$ cat src/pkg/snh_pkg.sv
// snh_pkg: opcodes, feature addresses, status fields, timing counts and carrier types
// assumes a 200 MHz system clock driving a serial NAND flash over four lanes
package snh_pkg;
  // opcodes
  localparam logic [7:0] OPC_WRITE_ENABLE_CMD      = 8'h06;
  localparam logic [7:0] OPC_PAGE_READ = 8'h13;
  localparam logic [7:0] OPC_PROG_EXEC = 8'h10;
  localparam logic [7:0] OPC_GET_FEAT  = 8'h0F;
  localparam logic [7:0] OPC_SET_FEAT  = 8'h1F;
  localparam logic [7:0] OPC_RD_1      = 8'h03;
  localparam logic [7:0] OPC_RD_FAST   = 8'h0B;
  localparam logic [7:0] OPC_RD_2      = 8'h3B;
  localparam logic [7:0] OPC_RD_4      = 8'h6B;
  localparam logic [7:0] OPC_RD_DIO    = 8'hBB;
  localparam logic [7:0] OPC_RD_QIO    = 8'hEB;
  localparam logic [7:0] OPC_LD        = 8'h02;
  localparam logic [7:0] OPC_LD_4      = 8'h32;
  localparam logic [7:0] OPC_LDR       = 8'h84;
  localparam logic [7:0] OPC_LDR_4A    = 8'hC4;
  localparam logic [7:0] OPC_LDR_4B    = 8'h34;
  localparam logic [7:0] OPC_LDR_QIO   = 8'h72;
  // feature addresses and fields
  localparam logic [7:0] FEAT_CONFIG  = 8'hB0;
  localparam logic [7:0] FEAT_STATUS  = 8'hC0;
  localparam int         ST_BUSY_BIT  = 0;
  localparam int         ST_WEL_BIT   = 1;
  localparam int         ST_PFAIL_BIT = 3;
  localparam int         ST_ECC_LO    = 4;
  localparam int         ST_ECC_HI    = 5;
  localparam int         CFG_QUAD_BIT = 0;
  // cache geometry
  localparam logic [11:0] CACHE_BYTES = 12'h840;
  localparam logic [11:0] COL_MAX     = 12'h83F;
  // frame layout
  localparam logic [4:0] ADDR_BITS_ROW  = 5'h18;
  localparam logic [4:0] ADDR_BITS_COL  = 5'h10;
  localparam logic [4:0] ADDR_BITS_FEAT = 5'h08;
  localparam logic [4:0] CMD_CLKS       = 5'h08;
  localparam logic [3:0] DUMMY_SINGLE   = 4'h8;
  localparam logic [3:0] DUMMY_DIO      = 4'h4;
  localparam logic [1:0] LW_1 = 2'h0;
  localparam logic [1:0] LW_2 = 2'h1;
  localparam logic [1:0] LW_4 = 2'h2;
  localparam logic [3:0] LANES_IDLE = 4'hC;
  // timing
  localparam int SYS_CLK_MHZ      = 200;
  localparam int SCLK_PERIOD_NS   = 40;
  localparam int SCLK_HALF_CYCLES = (SCLK_PERIOD_NS * SYS_CLK_MHZ / 2) / 1000;
  localparam int CS_HIGH_NS       = 50;
  localparam int CS_HIGH_CYCLES   = (CS_HIGH_NS * SYS_CLK_MHZ + 999) / 1000;

  typedef struct packed {
    logic [7:0]  opcode;
    logic [23:0] addr;
    logic [11:0] count;
  } snh_cmd_t;

  typedef struct packed {
    logic       known;
    logic [4:0] addr_bits;
    logic [1:0] addr_w;
    logic [3:0] dummy;
    logic [1:0] data_w;
    logic       rd;
    logic       wr;
    logic       quad;
  } snh_layout_t;

  function automatic snh_layout_t snh_decode(input logic [7:0] opc);
    snh_layout_t l;
    l = '0;
    l.known = 1'b1;
    case (opc)
      OPC_WRITE_ENABLE_CMD: l.known = 1'b1;
      OPC_PAGE_READ, OPC_PROG_EXEC: l.addr_bits = ADDR_BITS_ROW;
      OPC_GET_FEAT: begin
        l.addr_bits = ADDR_BITS_FEAT;
        l.rd = 1'b1;
      end
      OPC_SET_FEAT: l.addr_bits = ADDR_BITS_COL;
      OPC_RD_1, OPC_RD_FAST, OPC_RD_2, OPC_RD_4: begin
        l.addr_bits = ADDR_BITS_COL;
        l.dummy = DUMMY_SINGLE;
        l.rd = 1'b1;
        l.data_w = (opc == OPC_RD_4) ? LW_4 : (opc == OPC_RD_2) ? LW_2 : LW_1;
        l.quad = (opc == OPC_RD_4);
      end
      OPC_RD_DIO: begin
        l.addr_bits = ADDR_BITS_COL;
        l.addr_w = LW_2;
        l.dummy = DUMMY_DIO;
        l.data_w = LW_2;
        l.rd = 1'b1;
      end
      OPC_RD_QIO, OPC_LDR_QIO: begin
        l.addr_bits = ADDR_BITS_COL;
        l.addr_w = LW_4;
        l.data_w = LW_4;
        l.rd = (opc == OPC_RD_QIO);
        l.wr = (opc == OPC_LDR_QIO);
        l.quad = 1'b1;
      end
      OPC_LD, OPC_LDR, OPC_LD_4, OPC_LDR_4A, OPC_LDR_4B: begin
        l.addr_bits = ADDR_BITS_COL;
        l.wr = 1'b1;
        l.quad = !(opc == OPC_LD || opc == OPC_LDR);
        l.data_w = l.quad ? LW_4 : LW_1;
      end
      default: l.known = 1'b0;
    endcase
    return l;
  endfunction

  // serial clocks that carry one byte at a lane width
  function automatic logic [3:0] snh_cpb(input logic [1:0] w);
    return (w == LW_4) ? 4'h2 : (w == LW_2) ? 4'h4 : 4'h8;
  endfunction

  function automatic logic [4:0] snh_clks(input logic [4:0] bits, input logic [1:0] w);
    return (w == LW_4) ? (bits >> 2) : (w == LW_2) ? (bits >> 1) : bits;
  endfunction

  function automatic logic [31:0] snh_shift(input logic [31:0] tx, input logic [1:0] w);
    return (w == LW_4) ? (tx << 4) : (w == LW_2) ? (tx << 2) : (tx << 1);
  endfunction

  // lane levels; lanes 3 and 2 stay high when they carry no data
  function automatic logic [3:0] snh_drive(input logic [31:0] tx, input logic [1:0] w);
    if (w == LW_4) return tx[31:28];
    if (w == LW_2) return {2'h3, tx[31:30]};
    return {3'h6, tx[31]};
  endfunction
endpackage

$ cat src/core/snh_sclk_div.sv
// snh_sclk_div: serial clock divider, low phase first, stops low when run drops
// assumes run falls only in a cycle where period_end is high or the clock is idle
`timescale 1ns/1ps
`default_nettype none
module snh_sclk_div import snh_pkg::*; #(
  parameter int HALF = SCLK_HALF_CYCLES
) (
  // clock and reset
  input  wire logic sys_clk,
  input  wire logic reset,
  // control
  input  wire logic run,
  output logic      sclk,
  output logic      period_end
);
  if (HALF < 3 || HALF > 255) begin : g_chk
    $error("snh_sclk_div: HALF out of range");
  end

  logic [7:0] cnt_reg;
  logic       sclk_reg;
  wire        at_top = (cnt_reg == 8'(HALF - 1));

  assign sclk       = sclk_reg;
  assign period_end = run && sclk_reg && at_top;

  always_ff @(posedge sys_clk) begin
    if (reset || !run) begin
      cnt_reg  <= 8'h00;
      sclk_reg <= 1'b0;
    end else if (at_top) begin
      cnt_reg  <= 8'h00;
      sclk_reg <= !sclk_reg;
    end else begin
      cnt_reg  <= cnt_reg + 8'h01;
    end
  end
endmodule
`default_nettype wire

$ cat src/core/snh_fifo.sv
// snh_fifo: synchronous valid/ready FIFO on the write data path
// assumes one clock; DEPTH is a power of two
`timescale 1ns/1ps
`default_nettype none
module snh_fifo import snh_pkg::*; #(
  parameter int WIDTH = 8,
  parameter int DEPTH = 32
) (
  // clock and reset
  input  wire logic             sys_clk,
  input  wire logic             reset,
  // fill side
  input  wire logic             in_valid,
  input  wire logic [WIDTH-1:0] in_data,
  output logic                  in_ready,
  // drain side
  output logic                  out_valid,
  output logic [WIDTH-1:0]      out_data,
  input  wire logic             out_ready
);
  localparam int AW = $clog2(DEPTH);
  if (DEPTH < 2 || (1 << AW) != DEPTH || WIDTH < 1) begin : g_chk
    $error("snh_fifo: DEPTH must be a power of two");
  end

  logic [WIDTH-1:0] mem [DEPTH];
  logic [AW:0]      wr_ptr_reg;
  logic [AW:0]      rd_ptr_reg;
  logic             ready_reg;
  wire              push    = in_valid && ready_reg;
  wire              pop     = out_valid && out_ready;
  wire  [AW:0]      wr_next = wr_ptr_reg + (AW + 1)'(push);
  wire  [AW:0]      rd_next = rd_ptr_reg + (AW + 1)'(pop);
  wire  [AW:0]      fill    = wr_next - rd_next;
  // a byte written into the slot read next goes straight to the read register
  wire              fwd     = push && (wr_ptr_reg[AW-1:0] == rd_next[AW-1:0]);
  logic [WIDTH-1:0] rdata_reg;

  assign in_ready  = ready_reg;
  assign out_valid = (wr_ptr_reg != rd_ptr_reg);
  assign out_data  = rdata_reg;

  always_ff @(posedge sys_clk) begin
    if (push) begin
      mem[wr_ptr_reg[AW-1:0]] <= in_data;
    end
    rdata_reg <= fwd ? in_data : mem[rd_next[AW-1:0]];
  end

  always_ff @(posedge sys_clk) begin
    if (reset) begin
      wr_ptr_reg <= '0;
      rd_ptr_reg <= '0;
      ready_reg  <= 1'b0;
    end else begin
      wr_ptr_reg <= wr_next;
      rd_ptr_reg <= rd_next;
      ready_reg  <= (fill != (AW + 1)'(DEPTH));
    end
  end
endmodule
`default_nettype wire

$ cat src/core/snh_host.sv
// snh_host: host controller for a serial NAND flash, page read/program and cache access
// assumes one flash on the lanes and a user that waits for cmd_ready between commands
// Contract
// page read opcode starts an array-to-cache load before cache reads make sense
// device keeps the busy bit set during the load, clears it after
// with ecc enabled the device reports correction outcome in two ecc bits
// with ecc enabled the page passes a bch decoder before the cache
// page read carries a 24-bit row; host polls busy until it reads zero
// cache contents are read with single, fast, dual, quad, dual-io or quad-io opcodes
// cache read address is 16 bits: 4 wrap bits then 12 column bits
// wrap bits 3:2 select 2112, 2048, 64 or 16 byte wrap lengths
// host gives a starting column from 0 to 2111 for cache reads
// device wraps within the region until chip select rises
// host sets quad_enable before quad-output or quad-io cache reads
// dual-io cache read sends address and takes data over two lanes
// quad-io cache read sends address and takes data over four lanes
// program: load cache, write enable, program execute, poll busy, check fail bit
// every cache load takes 4 dummy bits and a 12-bit column
// device drops load bytes beyond 2112 in one transfer
// chip select stays low through a cache load; rising aborts it
// program execute without write_enable_latch is ignored, fail bit stays zero
// host sets quad_enable before quad cache load opcodes
// random-data loads change only the addressed cache bytes
// internal move: page read, random loads, write enable, execute, then poll
// program execute takes a 24-bit row and holds busy until done
// write enable sets the latch; device clears it after program or erase
// features are read and written by one-byte feature address
// device allows quad operations only with quad_enable set
// during busy the device answers status polls and starts nothing else
`timescale 1ns/1ps
`default_nettype none
module snh_host import snh_pkg::*; #(
  parameter int HALF       = SCLK_HALF_CYCLES,
  parameter int FIFO_DEPTH = 32
) (
  // clock and reset
  input  wire logic       sys_clk,
  input  wire logic       reset,
  // command port
  input  wire logic       cmd_valid,
  input  wire snh_cmd_t   cmd,
  output logic            cmd_ready,
  // completion
  output logic            cmd_done,
  output logic            cmd_error,
  output logic [7:0]      status,
  // write data
  input  wire logic       wr_valid,
  input  wire logic [7:0] wr_data,
  output logic            wr_ready,
  // read data
  output logic            rd_valid,
  output logic [7:0]      rd_data,
  // serial pins
  output logic            spi_clk,
  output logic            spi_cs_n,
  input  wire logic [3:0] lane_in,
  output logic [3:0]      lane_out,
  output logic [3:0]      lane_oe
);
  if (FIFO_DEPTH < 2) begin : g_chk
    $error("snh_host: FIFO_DEPTH too small");
  end

  typedef enum logic [2:0] {ST_IDLE, ST_CMD, ST_ADDR, ST_DUMMY, ST_DATA, ST_GAP} snh_st_t;

  snh_st_t     st_reg, st_next;
  snh_cmd_t    cmd_reg, cmd_next;
  snh_layout_t lay_reg, lay_next;
  logic [31:0] tx_reg, tx_next;
  logic [7:0]  rx_reg, rx_next;
  logic [4:0]  clk_cnt_reg, clk_cnt_next;
  logic [11:0] byte_cnt_reg, byte_cnt_next;
  logic [3:0]  bit_cnt_reg, bit_cnt_next;
  logic [7:0]  gap_reg, gap_next;
  logic        need_reg, need_next;
  logic        poll_reg, poll_next;
  logic        qe_reg, qe_next;
  logic        wel_reg, wel_next;
  logic        ready_reg, done_reg, done_next, err_reg, err_next;
  logic        rdv_reg, rdv_next;
  logic [7:0]  rdd_reg, rdd_next, status_reg, status_next;
  logic        cs_n_reg;
  logic [3:0]  out_reg, oe_reg, out_next, oe_next;
  logic [3:0]  in_meta_reg, in_sync_reg;
  logic        pe, fifo_valid;
  logic [7:0]  fifo_data;

  function automatic snh_st_t next_phase(input snh_st_t s, input snh_layout_t l);
    if (s == ST_CMD && l.addr_bits != 5'h00) return ST_ADDR;
    if ((s == ST_CMD || s == ST_ADDR) && l.dummy != 4'h0) return ST_DUMMY;
    if (l.rd || l.wr) return ST_DATA;
    return ST_GAP;
  endfunction

  localparam logic [7:0] GAP_LOAD = 8'(CS_HIGH_CYCLES - 1);
  localparam snh_cmd_t   POLL_CMD = '{OPC_GET_FEAT, {16'h0000, FEAT_STATUS}, 12'h001};

  // decode and selection
  wire         active   = (st_reg inside {ST_CMD, ST_ADDR, ST_DUMMY, ST_DATA});
  wire         run      = active && !need_reg;
  wire  [1:0]  cur_w    = (st_reg == ST_CMD) ? LW_1 :
                          (st_reg == ST_ADDR) ? lay_reg.addr_w : lay_reg.data_w;
  wire  [7:0]  rx_sh    = (cur_w == LW_4) ? {rx_reg[3:0], in_sync_reg} :
                          (cur_w == LW_2) ? {rx_reg[5:0], in_sync_reg[1:0]} :
                          {rx_reg[6:0], in_sync_reg[1]};
  wire         take     = cmd_valid && ready_reg;
  snh_layout_t in_lay;
  assign in_lay = snh_decode(cmd.opcode);
  // cache read opcodes
  wire         cache_rd = in_lay.rd && in_lay.addr_bits == ADDR_BITS_COL;
  // column range guard
  wire         bad_col  = cache_rd && (cmd.addr[11:0] > COL_MAX);
  wire         bad_len  = (in_lay.rd || in_lay.wr) && cmd.count == 12'h000 ||
                          in_lay.wr && cmd.count > CACHE_BYTES;
  // quad opcodes need quad_enable
  wire         bad_quad = in_lay.quad && !qe_reg;
  // execute needs write enable first
  wire         bad_wel  = (cmd.opcode == OPC_PROG_EXEC) && !wel_reg;
  wire         refuse   = !in_lay.known || bad_col || bad_len || bad_quad || bad_wel;
  wire         gap_end  = (st_reg == ST_GAP) && (gap_reg == 8'h00);
  // row ops start array work
  wire         array_op = (cmd_reg.opcode == OPC_PAGE_READ) ||
                          (cmd_reg.opcode == OPC_PROG_EXEC);
  // keep polling while the busy bit reads one
  wire         again    = poll_reg ? status_reg[ST_BUSY_BIT] : array_op;
  wire         start_pl = gap_end && again;
  wire         start    = (take && !refuse) || start_pl;
  snh_cmd_t    start_c;
  assign start_c = start_pl ? POLL_CMD : cmd;
  wire         fifo_pop = (st_reg == ST_DATA) && need_reg;

  always_comb begin
    st_next       = st_reg;
    cmd_next      = cmd_reg;
    lay_next      = lay_reg;
    tx_next       = tx_reg;
    rx_next       = rx_reg;
    clk_cnt_next  = clk_cnt_reg;
    byte_cnt_next = byte_cnt_reg;
    bit_cnt_next  = bit_cnt_reg;
    gap_next      = gap_reg;
    need_next     = need_reg;
    poll_next     = poll_reg;
    qe_next       = qe_reg;
    wel_next      = wel_reg;
    status_next   = status_reg;
    rdd_next      = rdd_reg;
    done_next     = 1'b0;
    err_next      = take && refuse;
    rdv_next      = 1'b0;
    if (start) begin
      st_next      = ST_CMD;
      cmd_next     = start_c;
      lay_next     = snh_decode(start_c.opcode);
      tx_next      = {start_c.opcode, 24'h00_0000};
      clk_cnt_next = CMD_CLKS;
      poll_next    = start_pl;
      if (!start_pl && cmd.opcode == OPC_WRITE_ENABLE_CMD) begin
        wel_next = 1'b1;
      end
      // device drops the latch once execute is sent
      if (!start_pl && cmd.opcode == OPC_PROG_EXEC) begin
        wel_next = 1'b0;
      end
      if (!start_pl && cmd.opcode == OPC_SET_FEAT && cmd.addr[15:8] == FEAT_CONFIG) begin
        qe_next = cmd.addr[CFG_QUAD_BIT];
      end
    end else if (gap_end) begin
      st_next   = ST_IDLE;
      poll_next = 1'b0;
      done_next = 1'b1;
    end else if (st_reg == ST_GAP) begin
      gap_next = gap_reg - 8'h01;
    end else if (fifo_pop) begin
      // wait for data with chip select held low
      if (fifo_valid) begin
        tx_next   = {fifo_data, 24'h00_0000};
        need_next = 1'b0;
      end
    end else if (pe) begin
      tx_next      = snh_shift(tx_reg, cur_w);
      clk_cnt_next = clk_cnt_reg - 5'h01;
      if (st_reg == ST_DATA) begin
        bit_cnt_next = bit_cnt_reg - 4'h1;
        rx_next      = rx_sh;
        if (bit_cnt_reg == 4'h1) begin
          bit_cnt_next  = snh_cpb(lay_reg.data_w);
          byte_cnt_next = byte_cnt_reg - 12'h001;
          if (lay_reg.rd && poll_reg) begin
            status_next = rx_sh;
          end else if (lay_reg.rd) begin
            rdv_next = 1'b1;
            rdd_next = rx_sh;
          end
          if (byte_cnt_reg == 12'h001) begin
            st_next  = ST_GAP;
            gap_next = GAP_LOAD;
          end else begin
            need_next = lay_reg.wr;
          end
        end
      end else if (clk_cnt_reg == 5'h01) begin
        st_next = next_phase(st_reg, lay_reg);
        case (st_next)
          ST_ADDR: begin
            tx_next      = {cmd_reg.addr, 8'h00} << (ADDR_BITS_ROW - lay_reg.addr_bits);
            clk_cnt_next = snh_clks(lay_reg.addr_bits, lay_reg.addr_w);
          end
          ST_DUMMY: clk_cnt_next = {1'b0, lay_reg.dummy};
          ST_DATA: begin
            byte_cnt_next = cmd_reg.count;
            bit_cnt_next  = snh_cpb(lay_reg.data_w);
            need_next     = lay_reg.wr;
          end
          default: gap_next = GAP_LOAD;
        endcase
      end
    end
  end

  // lane levels and enables for the next state
  wire  [1:0] w_next   = (st_next == ST_CMD) ? LW_1 :
                         (st_next == ST_ADDR) ? lay_next.addr_w : lay_next.data_w;
  wire        act_next = (st_next inside {ST_CMD, ST_ADDR, ST_DUMMY, ST_DATA});
  wire        drv_next = (st_next inside {ST_CMD, ST_ADDR}) ||
                         (st_next == ST_DATA && lay_next.wr);
  // address and data lanes follow the opcode width
  assign out_next = drv_next ? snh_drive(tx_next, w_next) : LANES_IDLE;
  assign oe_next  = drv_next ? ((w_next == LW_1) ? 4'hD : 4'hF) :
                    !act_next ? 4'hD :
                    lay_next.quad ? 4'h0 : (lay_next.data_w == LW_2) ? 4'hC : 4'hD;

  always_ff @(posedge sys_clk) begin
    in_meta_reg <= lane_in;
    in_sync_reg <= in_meta_reg;
  end

  always_ff @(posedge sys_clk) begin
    cmd_reg       <= cmd_next;
    lay_reg       <= lay_next;
    tx_reg        <= tx_next;
    rx_reg        <= rx_next;
    clk_cnt_reg   <= clk_cnt_next;
    byte_cnt_reg  <= byte_cnt_next;
    bit_cnt_reg   <= bit_cnt_next;
    gap_reg       <= gap_next;
    rdd_reg       <= rdd_next;
  end

  always_ff @(posedge sys_clk) begin
    if (reset) begin
      st_reg     <= ST_IDLE;
      need_reg   <= 1'b0;
      poll_reg   <= 1'b0;
      qe_reg     <= 1'b0;
      wel_reg    <= 1'b0;
      status_reg <= 8'h00;
      ready_reg  <= 1'b0;
      done_reg   <= 1'b0;
      err_reg    <= 1'b0;
      rdv_reg    <= 1'b0;
      cs_n_reg   <= 1'b1;
      out_reg    <= LANES_IDLE;
      oe_reg     <= 4'hD;
    end else begin
      st_reg     <= st_next;
      need_reg   <= need_next;
      poll_reg   <= poll_next;
      qe_reg     <= qe_next;
      wel_reg    <= wel_next;
      status_reg <= status_next;
      ready_reg  <= (st_next == ST_IDLE);
      done_reg   <= done_next;
      err_reg    <= err_next;
      rdv_reg    <= rdv_next;
      cs_n_reg   <= !act_next;
      out_reg    <= out_next;
      oe_reg     <= oe_next;
    end
  end

  assign cmd_ready = ready_reg;
  assign cmd_done  = done_reg;
  assign cmd_error = err_reg;
  assign status    = status_reg;
  assign rd_valid  = rdv_reg;
  assign rd_data   = rdd_reg;
  assign spi_cs_n  = cs_n_reg;
  assign lane_out  = out_reg;
  assign lane_oe   = oe_reg;

  snh_sclk_div #(.HALF(HALF)) u_div (
    .sys_clk    (sys_clk),
    .reset      (reset),
    .run        (run),
    .sclk       (spi_clk),
    .period_end (pe)
  );

  snh_fifo #(.WIDTH(8), .DEPTH(FIFO_DEPTH)) u_fifo (
    .sys_clk   (sys_clk),
    .reset     (reset),
    .in_valid  (wr_valid),
    .in_data   (wr_data),
    .in_ready  (wr_ready),
    .out_valid (fifo_valid),
    .out_data  (fifo_data),
    .out_ready (fifo_pop)
  );
endmodule
`default_nettype wire

$ cat config.mk
export PLATFORM = sky130hd
export DESIGN_NAME = snh_host
export DESIGN_NICKNAME = d
export VERILOG_FILES = /design/src/pkg/snh_pkg.sv /design/src/core/snh_sclk_div.sv /design/src/core/snh_fifo.sv /design/src/core/snh_host.sv
export SDC_FILE = /design/constraint.sdc
export NUM_CORES = 1
export LEC_CHECK = 0
export ABC_CLOCK_PERIOD_IN_PS = 9900
export BUFFER_PORTS_ARGS = -buffer_cell sky130_fd_sc_hd__buf_2
export CAP_MARGIN = 10
export CORE_MARGIN = 1
export CORE_UTILIZATION = 60
export CTS_CLUSTER_DIAMETER = 120
export DETAILED_ROUTE_END_ITERATION = 8
export HOLD_SLACK_MARGIN = 0.06
export PLACE_DENSITY = 0.88
export SLEW_MARGIN = 25
export SYNTH_ARGS = -nofsm -noshare
export SYNTH_HDL_FRONTEND = slang
export SYNTH_SLANG_ARGS = --single-unit
$ cat constraint.sdc
create_clock -name sys_clk -period 9.9 [get_ports sys_clk]
set_clock_uncertainty 0.15 [all_clocks]
set_input_delay 0.99 -clock sys_clk [delete_from_list [all_inputs] [get_ports sys_clk]]
set_output_delay 0.99 -clock sys_clk [all_outputs]
set_load 0.02 [all_outputs]
* Yosys cells after proc, flatten, opt, wreduce, memory -nomap -nowiden
Memories as Yosys holds them, arrays and structs flattened. A register that Yosys moved wholly into a read port is not among the register bits.
Cells that the tools add are included.
** Storage, ports and cells
- Flip-flop bits (word level) :: 194
- Bits in latches :: 0
- Bits in writable memories :: 256
- Memory bits (read-only) :: 0
- Input port bits :: 60
- Logic and storage cells :: 370
- Memories kept :: 1
** Cells by class
- $add $sub $neg :: 9
- Multipliers :: 0
- Divide/modulo/power cells :: 0
- Magnitude comparators :: 2
- Eq/ne operators :: 75
- Shift operators :: 1
- Multiplexer cells :: 135
- Bitwise logic cells :: 9
- Reduce and logical (&&, ||, !) cells :: 99
** Memories
- u_fifo.mem :: words 32, width 8, rd ports 1, clocked after Yosys merged registers in 1, wr ports 1, line snh_fifo.sv:26 : logic [WIDTH-1:0] mem [DEPTH];
** Operators by type and width (count)
- $mux W32 :: 11
- $mux W8 :: 10
- $eq A8 B8 Y1 const B :: 9
- $mux W3 :: 22
- $eq A8 B5 Y1 const B :: 8
- $mux W4 :: 13
- $mux W1 :: 50
- $eq A8 B6 Y1 const B :: 6
- $mux W12 :: 4
- $mux W44 :: 1
- $eq A8 B2 Y1 const B :: 5
- $eq A8 B4 Y1 const B :: 4
- $eq A8 B7 Y1 const B :: 4
- $shl A32 B5 Y32 :: 1
- $pmux W5 S3 :: 2
- $reduce_or A13 Y1 :: 2
- $logic_and A1 B1 Y1 :: 25
- $gt A12 B12 Y1 const B :: 2
- $reduce_and A8 Y1 :: 3
- $mux W5 :: 4
- $eq A3 B2 Y1 const B :: 6
- $reduce_and A9 Y1 :: 2
- $reduce_or A17 Y1 :: 1
- $logic_or A1 B1 Y1 :: 14
- other kinds (51) :: 121

* Logic depth before layout (Yosys ltp)
Gate-level depths: netlist of the first run.
- Word-level depth :: 56
- Gate-level depth with buffers :: 15
- Mapped depth without buffers :: 14

* Hierarchy
Synthesis of the first run repeated with hierarchy kept, for this count alone.
** Second synthesis, totals
- Cell total of the unflattened synthesis :: 1441
- Area total of the unflattened synthesis :: 19784.0 µm²
** Modules (own cells, without submodules)
- snh_fifo :: instances 1, cells each 503, area an instance 10767.8 µm², seq. area each 8047.7 µm²
- snh_host :: instances 1, cells each 894, area an instance 8633.3 µm², seq. area each 4224.1 µm²
- snh_sclk_div :: instances 1, cells each 44, area an instance 382.9 µm², seq. area each 180.2 µm²

* Worst setup path before layout of the first run
No wires, ideal clock.
- Kind :: input to register
- Start point :: input cmd[41] in the netlist's numbering
- End point :: register tx_reg[24], data pin
- Setup time :: 0.334 ns
- Data arrival time :: 4.407 ns
- Path slack :: 5.009 ns
- Stages on the path :: 11
- Path buffers :: 2
- Path through :: clkbuf_1 or3_1 nor3_1 a221oi_2 a311oi_4 o21ai_2 nor2b_1 nor2_1 inv_2 clkbuf_1 mux2i_1
** On the way
- Longest elaborated chain between the ends :: 14
** Ends and longest elaborated chain
- start: declaration :: line snh_host.sv:41 : input wire snh_cmd_t cmd,
- $eq A8 B7 Y1, or another cell as far along :: line snh_pkg.sv:73, snh_pkg.sv:86
- $reduce_or A13 Y1 (no source line) / $reduce_or A2 Y1 (equally long branches)
- $pmux W5 S3 :: line snh_pkg.sv:73 : case (opc)
- $eq A5 B5 Y1 :: line snh_host.sv:111 : wire cache_rd = in_lay.rd && in_lay.addr_bits == ADDR_BITS_COL;
- $logic_and A1 B1 Y1 :: line snh_host.sv:111
- $logic_and A1 B1 Y1 :: line snh_host.sv:113 : wire bad_col = cache_rd && (cmd.addr[11:0] > COL_MAX);
- $logic_or A1 B1 Y1 (3 in series) :: line snh_host.sv:120 : wire refuse = !in_lay.known || bad_col || bad_len || bad_quad || bad_wel;
- $logic_or A1 B1 Y1 * :: line snh_host.sv:120
- $logic_not A1 Y1 * :: line snh_host.sv:128 : wire start = (take && !refuse) || start_pl;
- $logic_and A1 B1 Y1 * :: line snh_host.sv:128
- $logic_or A1 B1 Y1 * :: line snh_host.sv:128
- named net start :: line snh_host.sv:128
- $mux W32 * :: line snh_host.sv:152 : if (start) begin
- named net tx_next[24] :: line snh_host.sv:70 : logic [31:0] tx_reg, tx_next;
- end signal: assignment :: line snh_host.sv:242 : tx_reg <= tx_next;
- end: declaration :: line snh_host.sv:70
Mark *: on every way through the listed nets, which the timed path passes. The rest lies on a longest branch.
A chain may end at the register's enable or synchronous reset.

* Final worst setup path of the first run
- Start point :: input cmd[40] in the netlist's numbering
- End point :: register rdd_reg[1] (netlist: rd_data[1]), enable pin
** On the way
- Longest elaborated chain between the ends :: 15
** Ends and longest elaborated chain
- $eq A8 B7 Y1, or another cell as far along :: line snh_pkg.sv:73, snh_pkg.sv:86
- $reduce_or A13 Y1 (no source line) / $reduce_or A2 Y1 (equally long branches)
- $pmux W5 S3 :: line snh_pkg.sv:73
- $eq A5 B5 Y1 :: line snh_host.sv:111
- $logic_and A1 B1 Y1 :: line snh_host.sv:111
- $logic_and A1 B1 Y1 :: line snh_host.sv:113
- $logic_or A1 B1 Y1 (3 in series) :: line snh_host.sv:120
- $logic_or A1 B1 Y1 * :: line snh_host.sv:120
- $logic_not A1 Y1 * :: line snh_host.sv:128
- $logic_and A1 B1 Y1 * :: line snh_host.sv:128
- $logic_or A1 B1 Y1 * :: line snh_host.sv:128
- $not A1 Y1 (no source line) *
- $reduce_and A9 Y1 (no source line) *
- end signal: assignment :: line snh_host.sv:248 : rdd_reg <= rdd_next;
- end: declaration :: line snh_host.sv:82 : logic [7:0] rdd_reg, rdd_next, status_reg, status_next;
Mark *: on every way between the ends. The rest lies on a longest branch, timed or not.

==> impl_metrics.sql, run 1 <==
INSERT INTO impl_metrics (metric_group, metric, value, unit) VALUES
('timing', 'hold_slack', '0.177', 'ns'),
('clock_tree', 'numCtsBuffers', '44', ''),
('place', 'finalWeightedCongestion', '0.931', ''),
('min_path', 'worstHoldStart', 'in_meta_reg[3]', ''),
('die', 'floorplan.rows', '66', ''),
('setup_path', 'worst_reg_to_reg_setup_slack', '5.27', 'ns'),
('die', 'start_util', '60.8', '%'),
('timing', 'slew-limit-headroom', '30.9', '%'),
('synth', 'synth_seq_area_share', '62.9', '%'),
('outcome', 'run_status', 'finished, final reports clean', ''),
('timing', 'fmaxAchievable', '214', 'MHz'),
('clock_tree', 'post_cts_hold_buffer_count', '0', ''),
('min_path', 'hold_end', 'in_sync_reg[3]', ''),
('grt', 'grt_pass1_wl', '76.2', 'mm'),
('timing', 'rsz_0062_raised_after_global_routing', 'no', ''),
('place', 'pre_cts_ws', '4.76', 'ns'),
('setup_path', 'critical_path_start_end_classification', 'input pin to register', ''),
('min_path', 'worst_hold_path.num_cells', '0', ''),
('synth', 'synth.avg_cell_area', '13.7', 'sq um'),
('power_and_ir_drop', 'p_leak', '7.33', 'nW'),
('synth', 'synth_top_cells_by_area', 'sky130_fd_sc_hd__edfxtp_1, sky130_fd_sc_hd__dfxtp_1, sky130_fd_sc_hd__mux4_2, sky130_fd_sc_hd__nor2_1, sky130_fd_sc_hd__mux2i_1', ''),
('grt', 'antenna_found_initial', '1', ''),
('setup_path', 'cp-end-kind', 'register', ''),
('drt', 'drc', '0', ''),
('grt', 'gr-usage-all-layers', '30.3', '%'),
('die', 'die_w', '184', 'microns'),
('place', 'postPlaceCellArea', '20600', 'sq um'),
('drt', 'drt-initial-drc-count', '2020', ''),
('die', 'num_io_pins', '91', ''),
('grt', 'globalRouteOverflowTotal', '0', ''),
('final_layout', 'nets', '1589', ''),
('final_layout', 'largest_register_ffs', '256', ''),
('final_layout', 'n_fill_cell', '2109', ''),
('synth', 'post_synth_inst_count', '1440', ''),
('synth', 'top_count_cell_post_synth', 'sky130_fd_sc_hd__edfxtp_1', ''),
('synth', 'synth.lib_cells_used.distinct', '97', ''),
('setup_path', 'worst-r2r-cell-count', '7', ''),
('clock_tree', 'cts_htree_levels', '2', ''),
('synth', 'synth.yosys.warnings', '0', ''),
('final_layout', 'multi_input_area', '6900', 'sq um'),
('timing', 'final.setup.worst_slack', '5.23', 'ns'),
('synth', 'synth.top_cell.area_share', '52.8', '%'),
('synth', 'synth_fp_nets', '1520', ''),
('place', 'dpl.hpwl', '30.9', 'mm'),
('setup_path', 'critPathArrivalTime', '4.71', 'ns'),
('drt', 'number_of_nets_still_failing_antenna_checks_after_routing', '0', ''),
('power_and_ir_drop', 'power.density', '174', 'nW/um^2'),
('drt', 'vias', '13200', ''),
('setup_path', 'timing.critical_path.fanout_max', '21', ''),
('grt', 'grt_pass1_vias', '12700', ''),
('timing', 'final_count_of_negative_setup_slack_endpoints', '0', ''),
('synth', 'synthFlopType', 'sky130_fd_sc_hd__edfxtp_1', ''),
('timing', 'final_worst_path_cycle_share', '47.2', '%'),
('clock_tree', 'max-clock-path-buffers', '3', ''),
('timing', 'setup_tns', '0', 'ns'),
('clock_tree', 'cts_num_sinks', '448', ''),
('synth', 'ys_ff_latch', '448', ''),
('synth', 'number_of_enable_flip_flop_cells_after_synthesis', '348', ''),
('die', 'fp.dieH', '184', 'microns'),
('run', 'max_cap_viol_count', '0', ''),
('setup_path', 'timing.critical_path.from_type', 'input pin', ''),
('clock_tree', 'clkLatencyLatePin', '0.57', 'ns'),
('setup_path', 'required', '9.93', 'ns'),
('synth', 'synth.largest_area_cell', 'sky130_fd_sc_hd__edfxtp_1', ''),
('final_layout', 'final_core_utilization', '67.4', '%'),
('final_layout', 'sequential_cell_area', '12500', 'sq um'),
('die', 'placeable_core_region', '32500', 'sq um'),
('final_layout', 'area_growth', '10.9', '%'),
('synth', 'synth_async_sr_flop_share', '0', '%'),
('clock_tree', 'clk_transition_reported_paths', '0.06', 'ns'),
('die', 'die_area', '33700', 'sq um');
==> logic make-up after synthesis <==
group	share of synthesized area (%)
AND/OR/NAND/NOR	11.9
flip-flops	62.9
AO/OA/AOI/OAI	8.70
multiplexers	10.8
buffers and inverters	2.30
XOR/XNOR	2.12
adder cells (fa/ha/maj)	1.26
==> metal layers <==
metal / share of wire, % / global-route usage (%) / vias to the layer above
met5: 0.026 / 0 / -
met4: 4.3 / 13.2 / 2
met3: 9.5 / 5.01 / 152
met2: 49 / 50.0 / 920
met1: 37 / 39.8 / 6448
li1: - / - / 5654
==> stage by stage <==
stage / cells / power, mW
floorplan: 1440 / 2.17
global placement: 1905 / 2.23
detailed placement: 1905 / 2.23
CTS: 1986 / 3.82
global route: 1986 / 3.91
finish: 1987 / 3.82
==> layout by cell type, fill, tap and decap left out, types with 16 or more instances in the layout <==
master                      synthesis  routed
sky130_fd_sc_hd__nor4_1            16      16
sky130_fd_sc_hd__edfxtp_1         348     348
sky130_fd_sc_hd__mux4_2            76      76
sky130_fd_sc_hd__nor2_1           155     155
sky130_fd_sc_hd__o21ai_0           58      58
sky130_fd_sc_hd__nor3_1            30      30
sky130_fd_sc_hd__nand2_1           79      78
sky130_fd_sc_hd__mux2i_1           35      35
sky130_fd_sc_hd__nor2b_1           17      17
sky130_fd_sc_hd__dfxtp_1          100      97
sky130_fd_sc_hd__and2_1            47      47
sky130_fd_sc_hd__o22ai_1           31      31
sky130_fd_sc_hd__nand3_1           36      36
sky130_fd_sc_hd__xor2_1            17      17
sky130_fd_sc_hd__xnor2_1           29      29
sky130_fd_sc_hd__ha_1              20      20
sky130_fd_sc_hd__inv_1             31      31
sky130_fd_sc_hd__clkbuf_16          0      44
sky130_fd_sc_hd__a21oi_1           26      26
sky130_fd_sc_hd__buf_2             19      90
==> worst max path at each step <==
stage	startpoint	end
final	cmd[40]	rd_data[1]
after global routing	cmd[40]	rd_data[7]
after CTS	cmd[40]	rd_data[1]
after detailed placement	cmd[40]	rd_data[5]
after global placement	cmd[40]	rd_data[3]
after floorplan	cmd[41]	tx_reg[24]
==> final cells by class <==
cell class | count | share of cell area [%]
Inverter | 32 | 0.547
Multi-Input combinational cell | 881 | 31.4
Sequential cell | 448 | 56.8
Clock buffer | 56 | 5.27
Clock inverter | 25 | 0.975
Timing Repair Buffer | 102 | 2.48
Antenna cell | 1 | 0.0114
Tap cell | 442 | 2.52
==> where the power goes <==
group / internal [mW] / switching (mW) / leakage [nW]
Sequential: 2.04 / 0.0177 / 3.96
Combinational: 0.0509 / 0.0905 / 2.70
Clock: 0.889 / 0.731 / 0.675
==> critical path, cell delays in order <==
cell and delay, ns:
sky130_fd_sc_hd__buf_2 0.32, sky130_fd_sc_hd__nor3b_2 0.32, sky130_fd_sc_hd__nand2_1 0.11, sky130_fd_sc_hd__nor4_1 0.49, sky130_fd_sc_hd__a311oi_4 0.12, sky130_fd_sc_hd__o2111ai_2 0.12
sky130_fd_sc_hd__buf_4 0.28, sky130_fd_sc_hd__nand2_1 0.49, sky130_fd_sc_hd__nor2_1 0.73, sky130_fd_sc_hd__nand3_1 0.20, sky130_fd_sc_hd__nor2_1 0.53
Power figures use the tool's default switching activity.
==> run 2, diff against run 1 <==
ABC_CLOCK_PERIOD_IN_PS = 4220   (was 9900)
CORE_UTILIZATION = 56   (was 60)
PLACE_DENSITY = 0.87   (was 0.88)
clock period = 4.22 ns   (was 9.9 ns; I/O delays follow)
==> run 2 against run 1 <==
  * Sequential power grew 130%
  * Final cell count grew 3.9%
  * Via count grew 0.74%
  * Power grew to 2.5 times the previous value
  * Global-route usage shrank 1.9 points
  * First-iteration DRC count shrank 18%
  * Utilization shrank 1.4 points
  * Combinational power grew to 2.6 times the previous value
  * Die area grew 7.1%
  * Sequential share of layout area shrank 2.3 points
  * Critical endpoint is now u_fifo.in_ready
  * Largest power group unchanged
==> impl_metrics.sql, run 2 (synthesis results as in run 1) <==
INSERT INTO impl_metrics (metric_group, metric, value, unit) VALUES
('run', 'max_cap_viol_count', '0', ''),
('place', 'finalWeightedCongestion', '0.943', ''),
('grt', 'grt_pass1_wl', '76.7', 'mm'),
('die', 'start_util', '57.2', '%'),
('setup_path', 'timing.critical_path.buf_inv', '2', ''),
('die', 'die_area', '36100', 'sq um'),
('setup_path', 'timing.critical_path.slowest_stage_cell', 'sky130_fd_sc_hd__dfxtp_1', ''),
('clock_tree', 'post_cts.resized_instances', '0', ''),
('timing', 'final_count_of_negative_setup_slack_endpoints', '0', ''),
('clock_tree', 'post_cts.repair.setup_buffers', '0', ''),
('setup_path', 'slowest_delay', '0.48', 'ns'),
('power_and_ir_drop', 'vdd_ir_drop_max', '0.402', 'mV'),
('setup_path', 'required', '4.49', 'ns'),
('setup_path', 'timing.critical_path.cells', 'xnor2_1, nand4_1, o311ai_1, inv_1, ha_1, ha_1, inv_1, ha_1, a21oi_1, nor2b_1, o21a_1, or4_1, o21ai_0, a41oi_1', ''),
('final_layout', 'sequential_cell_area', '12500', 'sq um'),
('grt', 'grt_pass1_vias', '13100', ''),
('clock_tree', 'ctsRootBufferMaster', 'sky130_fd_sc_hd__clkbuf_16', ''),
('final_layout', 'area_growth', '15.4', '%'),
('setup_path', 'timing.critical_path.from_type', 'register', ''),
('clock_tree', 'cts_htree_levels', '2', ''),
('clock_tree', 'tritoncts', 'built', ''),
('drt', 'detail_route.first_pass.iterations', '5', ''),
('timing', 'setup_tns', '0', 'ns'),
('drt', 'vias', '13300', ''),
('drt', 'wire_per_inst', '24.4', 'microns'),
('die', 'fp.dieH', '190', 'microns'),
('setup_path', 'cp-end-kind', 'register', ''),
('drt', 'drc', '0', ''),
('drt', 'number_of_nets_still_failing_antenna_checks_after_routing', '0', ''),
('place', 'pre_cts_ws', '0.524', 'ns'),
('setup_path', 'critPathArrivalTime', '4.18', 'ns'),
('clock_tree', 'cts_num_sinks', '448', ''),
('grt', 'grt_max_degree', '65', ''),
('drt', 'drt-initial-drc-count', '1666', ''),
('timing', 'final.setup.worst_slack', '0.301', 'ns'),
('setup_path', 'startpoint', 'u_fifo.wr_ptr_reg[1]', ''),
('final_layout', 'mostFrequentLayoutCell', 'sky130_fd_sc_hd__edfxtp_1', ''),
('min_path', 'hold_class', 'input pin to register', ''),
('timing', 'final-hold-violation-count', '0', ''),
('die', 'die_w', '190', 'microns'),
('setup_path', 'timing.critical_path.fanout_max', '8', ''),
('final_layout', 'final_layout_size_suffix_gt1_share', '20.0', '%'),
('final_layout', 'nets', '1649', ''),
('grt', 'globalRouteOverflowTotal', '0', ''),
('setup_path', 'rr_startpoint', 'u_fifo.wr_ptr_reg[1]', ''),
('timing', 'finalWorstPathRequiredPeriod', '3.92', 'ns'),
('grt', 'antenna_found_initial', '1', ''),
('place', 'dpl.hpwl', '31.4', 'mm'),
('timing', 'max_slew.worst_pin.slew', '0.921', 'ns'),
('final_layout', 'most-common-layout-cells', 'sky130_fd_sc_hd__edfxtp_1, sky130_fd_sc_hd__nor2_1, sky130_fd_sc_hd__dfxtp_1', ''),
('clock_tree', 'numCtsBuffers', '47', ''),
('die', 'placeable_core_region', '34600', 'sq um'),
('final_layout', 'largest_register_ffs', '256', ''),
('power_and_ir_drop', 'power.density', '425', 'nW/um^2'),
('die', 'num_io_pins', '91', ''),
('clock_tree', 'clkLatencyLatePin', '0.60', 'ns'),
('clock_tree', 'post_cts_hold_buffer_count', '41', ''),
('clock_tree', 'clk_transition_reported_paths', '0.06', 'ns'),
('setup_path', 'critical_path.top_delay_family', 'compound AO/OA/AOI/OAI gates', ''),
('timing', 'final_worst_path_cycle_share', '92.9', '%'),
('timing', 'fmaxAchievable', '255', 'MHz'),
('place', 'buffer_ports.inserted', '90', ''),
('drt', 'via_per_inst', '6.43', ''),
('grt', 'gr-usage-all-layers', '28.4', '%'),
('min_path', 'worstHoldStart', 'cmd[24]', ''),
('die', 'floorplan.rows', '68', ''),
('setup_path', 'critical_path_start_end_classification', 'register to register', ''),
('clock_tree', 'max-clock-path-buffers', '3', ''),
('final_layout', 'multi_input_area', '6890', 'sq um'),
('outcome', 'run_status', 'finished, final reports clean', ''),
('power_and_ir_drop', 'p_leak', '7.74', 'nW'),
('timing', 'maxSlewViolCount', '0', ''),
('timing', 'rsz_0062_raised_after_global_routing', 'no', ''),
('final_layout', 'n_fill_cell', '2283', ''),
('drt', 'postRouteWirelength', '50.4', 'mm'),
('setup_path', 'cp_common_cell', 'sky130_fd_sc_hd__ha_1', ''),
('timing', 'slew-limit-headroom', '38.4', '%');
[run 2: changes by cell type in the layout (fill, tap and decap cells not counted), sizes merged]
cell,before,now
clkinvlp,1,5
dlygate4sd3,0,41
clkinv,20,17
buf,102,118
clkbuf,56,53
bufinv,2,9
inv,34,36
[run 2: final timing paths]
kind                          end  slack [ns]  depth (start not counted)
setup / recovery  u_fifo.in_ready        0.30                         14
hold / removal        cmd_reg[24]        0.12                          2
setup reg to reg  u_fifo.in_ready        0.30                         14
hold reg to reg    in_sync_reg[0]        0.18                          0
[run 2: worst reg2reg max path, delay by kind of cell (launching register included)]
| kind | cells | cell delay, ns |
|---|---|---|
| fa+ha+maj | 3 | 0.93 |
| xor+xnor | 1 | 0.17 |
| compound gates | 5 | 1.05 |
| flops | 1 | 0.48 |
| buf+inv | 2 | 0.32 |
| simple gates | 3 | 0.65 |
[run 2: layout make-up]
class                      instances  area share (%)
sequential                       448            54.5
multi-input combinational        881            30.1
clock buffer                      53            5.42
timing repair buffer             159            4.85
tap                              455            2.49
clock inverter                    35            2.05
inverter                          32           0.526
antenna                            1          0.0109
[run 2: layer usage]
metal	part of all wire [%]	up-vias	global-route usage, %
li1	-	5785	-
met1	37	6511	36.4
met2	49	801	46.0
met3	8.8	177	5.81
met4	5.2	0	14.2
met5	0	-	0
[run 2: power by group]
group | switching, mW | internal (mW) | leakage, nW | total [mW]
Clock | 1.83 | 2.70 | 0.831 | 4.52
Sequential | 0.0361 | 4.79 | 3.96 | 4.83
Combinational | 0.219 | 0.144 | 2.96 | 0.363
Total | 2.08 | 7.63 | 7.74 | 9.71
[run 2: through the flow]
step	instance area [sq um]	total power, mW	util (%)	hold slack (ns)	instances
final	22900	9.71	66.0	0.116	2064
after detailed placement	20700	5.24	59.9	0.163	1934
after global routing	22900	9.95	66.0	0.0966	2063
after global placement	20700	5.22	59.9	0.163	1934
after CTS	22900	9.74	66.0	0.0753	2063
after floorplan	19800	5.10	-	0.160	1440
==> run 3, diff against run 2 <==
MAX_ROUTING_LAYER = met4   (was not set)
==> run 3 against run 2 <==
  * Sequential share of layout area rose by 0.55 points
  * Critical endpoint unchanged
  * Maximum frequency rose by 6.5%
  * Wire length fell by 3.7%
  * Hold slack got worse by 0.0063 ns
  * Clock power fell by 14%
  * Largest power group unchanged
  * Largest cell class unchanged
==> impl_metrics.sql, run 3 (synthesis results as in run 1) <==
INSERT INTO impl_metrics (metric_group, metric, value, unit) VALUES
('outcome', 'run_status', 'finished, final reports clean', ''),
('clock_tree', 'post_cts_hold_buffer_count', '40', ''),
('power_and_ir_drop', 'netSwitchingFraction', '21.2', '%'),
('setup_path', 'timing.critical_path.from_type', 'register', ''),
('final_layout', 'multi_input_area', '6890', 'sq um'),
('power_and_ir_drop', 'power.density', '401', 'nW/um^2'),
('grt', 'gr-usage-all-layers', '28.2', '%'),
('drt', 'drc', '0', ''),
('grt', 'globalRouteOverflowTotal', '0', ''),
('power_and_ir_drop', 'share_comb_of_total_power', '3.9', '%'),
('die', 'die_w', '190', 'microns'),
('die', 'start_util', '57.2', '%'),
('setup_path', 'slowest_delay', '0.46', 'ns'),
('min_path', 'hold_end', 'lay_reg[9]', ''),
('setup_path', 'cp_common_cell', 'sky130_fd_sc_hd__ha_1', ''),
('die', 'floorplan.rows', '68', ''),
('die', 'fp.dieH', '190', 'microns'),
('clock_tree', 'tritoncts', 'built', ''),
('clock_tree', 'max-clock-path-buffers', '3', ''),
('min_path', 'worstHoldStart', 'cmd[43]', ''),
('timing', 'fmaxAchievable', '272', 'MHz'),
('setup_path', 'timing.critical_path.buf_inv', '1', ''),
('power_and_ir_drop', 'pwr-share-seq', '53.2', '%'),
('timing', 'rsz_0062_raised_after_global_routing', 'no', ''),
('grt', 'antenna_found_initial', '1', ''),
('clock_tree', 'ctsRootBufferMaster', 'sky130_fd_sc_hd__clkbuf_16', ''),
('timing', 'maxSlewViolCount', '0', ''),
('die', 'placeable_core_region', '34600', 'sq um'),
('grt', 'grt_pass1_vias', '13100', ''),
('setup_path', 'timing.critical_path.cells', 'xnor2_1, nand4_1, o311ai_1, inv_1, ha_1, ha_1, xnor2_1, ha_1, nor2b_1, o21a_1, or4_1, o21ai_0, a41oi_1', ''),
('final_layout', 'final_core_utilization', '65.3', '%'),
('final_layout', 'mostFrequentLayoutCell', 'sky130_fd_sc_hd__edfxtp_1', ''),
('power_and_ir_drop', 'power.switching', '1.92', 'mW'),
('setup_path', 'rr_startpoint', 'u_fifo.wr_ptr_reg[1]', ''),
('drt', 'vias', '13100', ''),
('timing', 'final-hold-violation-count', '0', ''),
('die', 'die_area', '36100', 'sq um'),
('timing', 'slew-limit-headroom', '40.6', '%'),
('clock_tree', 'post_cts.repair.setup_buffers', '0', ''),
('clock_tree', 'clk_transition_reported_paths', '0.06', 'ns'),
('timing', 'setup_tns', '0', 'ns'),
('place', 'dpl.hpwl', '31.8', 'mm'),
('power_and_ir_drop', 'p_leak', '7.64', 'nW'),
('timing', 'max_slew.worst_pin.slew', '0.888', 'ns'),
('setup_path', 'required', '4.46', 'ns'),
('clock_tree', 'post_cts.resized_instances', '0', ''),
('power_and_ir_drop', 'power_report.internal_total', '7.15', 'mW'),
('setup_path', 'worst_reg_to_reg_setup_slack', '0.54', 'ns'),
('setup_path', 'cp-end-kind', 'register', ''),
('min_path', 'worst_hold_path.num_cells', '3', ''),
('timing', 'final_count_of_negative_setup_slack_endpoints', '0', ''),
('final_layout', 'nets', '1651', ''),
('min_path', 'hold_class', 'input pin to register', ''),
('clock_tree', 'cts_htree_levels', '2', ''),
('timing', 'final_worst_path_cycle_share', '87.2', '%'),
('clock_tree', 'cts_num_sinks', '448', ''),
('clock_tree', 'clkLatencyLatePin', '0.59', 'ns'),
('final_layout', 'sequential_cell_area', '12500', 'sq um'),
('run', 'max_cap_viol_count', '0', ''),
('drt', 'number_of_nets_still_failing_antenna_checks_after_routing', '0', ''),
('final_layout', 'area_growth', '14.3', '%'),
('grt', 'grt_pass1_wl', '74.5', 'mm'),
('final_layout', 'largest_register_ffs', '256', ''),
('setup_path', 'timing.critical_path.slowest_stage_cell', 'sky130_fd_sc_hd__dfxtp_1', ''),
('drt', 'drt-initial-drc-count', '1490', ''),
('timing', 'finalWorstPathRequiredPeriod', '3.68', 'ns'),
('place', 'finalWeightedCongestion', '0.963', ''),
('setup_path', 'critical_path_start_end_classification', 'register to register', ''),
('die', 'num_io_pins', '91', ''),
('final_layout', 'n_fill_cell', '2341', ''),
('final_layout', 'most-common-layout-cells', 'sky130_fd_sc_hd__edfxtp_1, sky130_fd_sc_hd__nor2_1, sky130_fd_sc_hd__dfxtp_1', ''),
('drt', 'postRouteWirelength', '48.5', 'mm'),
('clock_tree', 'numCtsBuffers', '45', ''),
('place', 'buffer_ports.inserted', '90', ''),
('drt', 'detail_route.first_pass.iterations', '5', ''),
('setup_path', 'critPathArrivalTime', '3.92', 'ns'),
('place', 'postPlaceCellArea', '20800', 'sq um'),
('drt', 'via_per_inst', '6.36', ''),
('drt', 'wire_per_inst', '23.5', 'microns'),
('setup_path', 'timing.critical_path.fanout_max', '8', ''),
('final_layout', 'final_design_instance_area_without_fill', '22600', 'sq um'),
('final_layout', 'final_layout_size_suffix_gt1_share', '18.9', '%'),
('setup_path', 'critical_path.top_delay_family', 'adder cells', ''),
('grt', 'grt_max_degree', '40', ''),
('setup_path', 'worst-r2r-cell-count', '13', ''),
('setup_path', 'timing.rr.end', 'u_fifo.in_ready', ''),
('power_and_ir_drop', 'vdd_ir_drop_max', '0.700', 'mV'),
('power_and_ir_drop', 'p_clk_share', '42.9', '%');
[run 3: cell types whose count changed in the layout (fill, tap and decap cells not counted), sizes merged, moves of 3 or more]
cell,change
clkinvlp,-5
inv,-3
clkinv,+3
clkbuf,+6
bufinv,-6
buf,+5
[run 3: through the flow]
step / worst slack (ns) / hold slack [ns] / std cells / total power [mW]
floorplan: 0.445 / 0.160 / 1440 / 5.10
global placement: 0.652 / 0.165 / 1939 / 5.22
detailed placement: 0.572 / 0.170 / 1939 / 5.24
CTS: 0.548 / 0.0752 / 2062 / 9.11
global route: 0.309 / 0.110 / 2063 / 9.32
finish: 0.539 / 0.109 / 2063 / 9.07
[run 3: per-layer routing]
layer	vias up	wire length, microns	global-route usage (%)
met5	-	0	-
met4	0	1820	11.3
met3	118	3930	4.87
met2	725	24100	46.2
met1	6487	18700	35.1
li1	5791	-	-
[run 3: final cells by class]
| type | count | area share [%] |
|---|---|---|
| flip-flops and latches | 448 | 55.1 |
| multi-input cells | 881 | 30.4 |
| clock buffers | 59 | 5.35 |
| repair buffers | 163 | 5.13 |
| well taps | 455 | 2.52 |
| clock inverters | 24 | 0.951 |
| inverters | 32 | 0.531 |
| diodes | 1 | 0.0111 |
[run 3: worst register-to-register path, cell delays in order, from the launching register on]
cell                       delay [ns]
sky130_fd_sc_hd__dfxtp_1         0.46
sky130_fd_sc_hd__xnor2_1         0.16
sky130_fd_sc_hd__nand4_1         0.10
sky130_fd_sc_hd__o311ai_1        0.34
sky130_fd_sc_hd__inv_1           0.23
sky130_fd_sc_hd__ha_1            0.29
sky130_fd_sc_hd__ha_1            0.24
sky130_fd_sc_hd__xnor2_1         0.28
sky130_fd_sc_hd__ha_1            0.30
sky130_fd_sc_hd__nor2b_1         0.15
sky130_fd_sc_hd__o21a_1          0.18
sky130_fd_sc_hd__or4_1           0.41
sky130_fd_sc_hd__o21ai_0         0.10
sky130_fd_sc_hd__a41oi_1         0.13
[run 3: worst max path at each step]
stage               cells after the start                  from  slack, ns         endpoint
finish                                 13  u_fifo.wr_ptr_reg[1]       0.54  u_fifo.in_ready
floorplan                               8               cmd[41]       0.44  byte_cnt_reg[0]
CTS                                    13  u_fifo.wr_ptr_reg[1]       0.55  u_fifo.in_ready
global placement                       14  u_fifo.wr_ptr_reg[1]       0.65  u_fifo.in_ready
detailed placement                     14  u_fifo.wr_ptr_reg[1]       0.57  u_fifo.in_ready
global route                           14  u_fifo.wr_ptr_reg[1]       0.31  u_fifo.in_ready
[run 3: power by group through the flow]
stage          registers, mW  logic (mW)  clock network [mW]
2_1_floorplan           4.91       0.186                   0
4_1_cts                 4.83       0.350                3.93
3_5_place_dp            4.92       0.318                   0
3_3_place_gp            4.92       0.303                   0
5_1_grt                 4.83       0.384                4.11
6_report                4.83       0.353                3.89
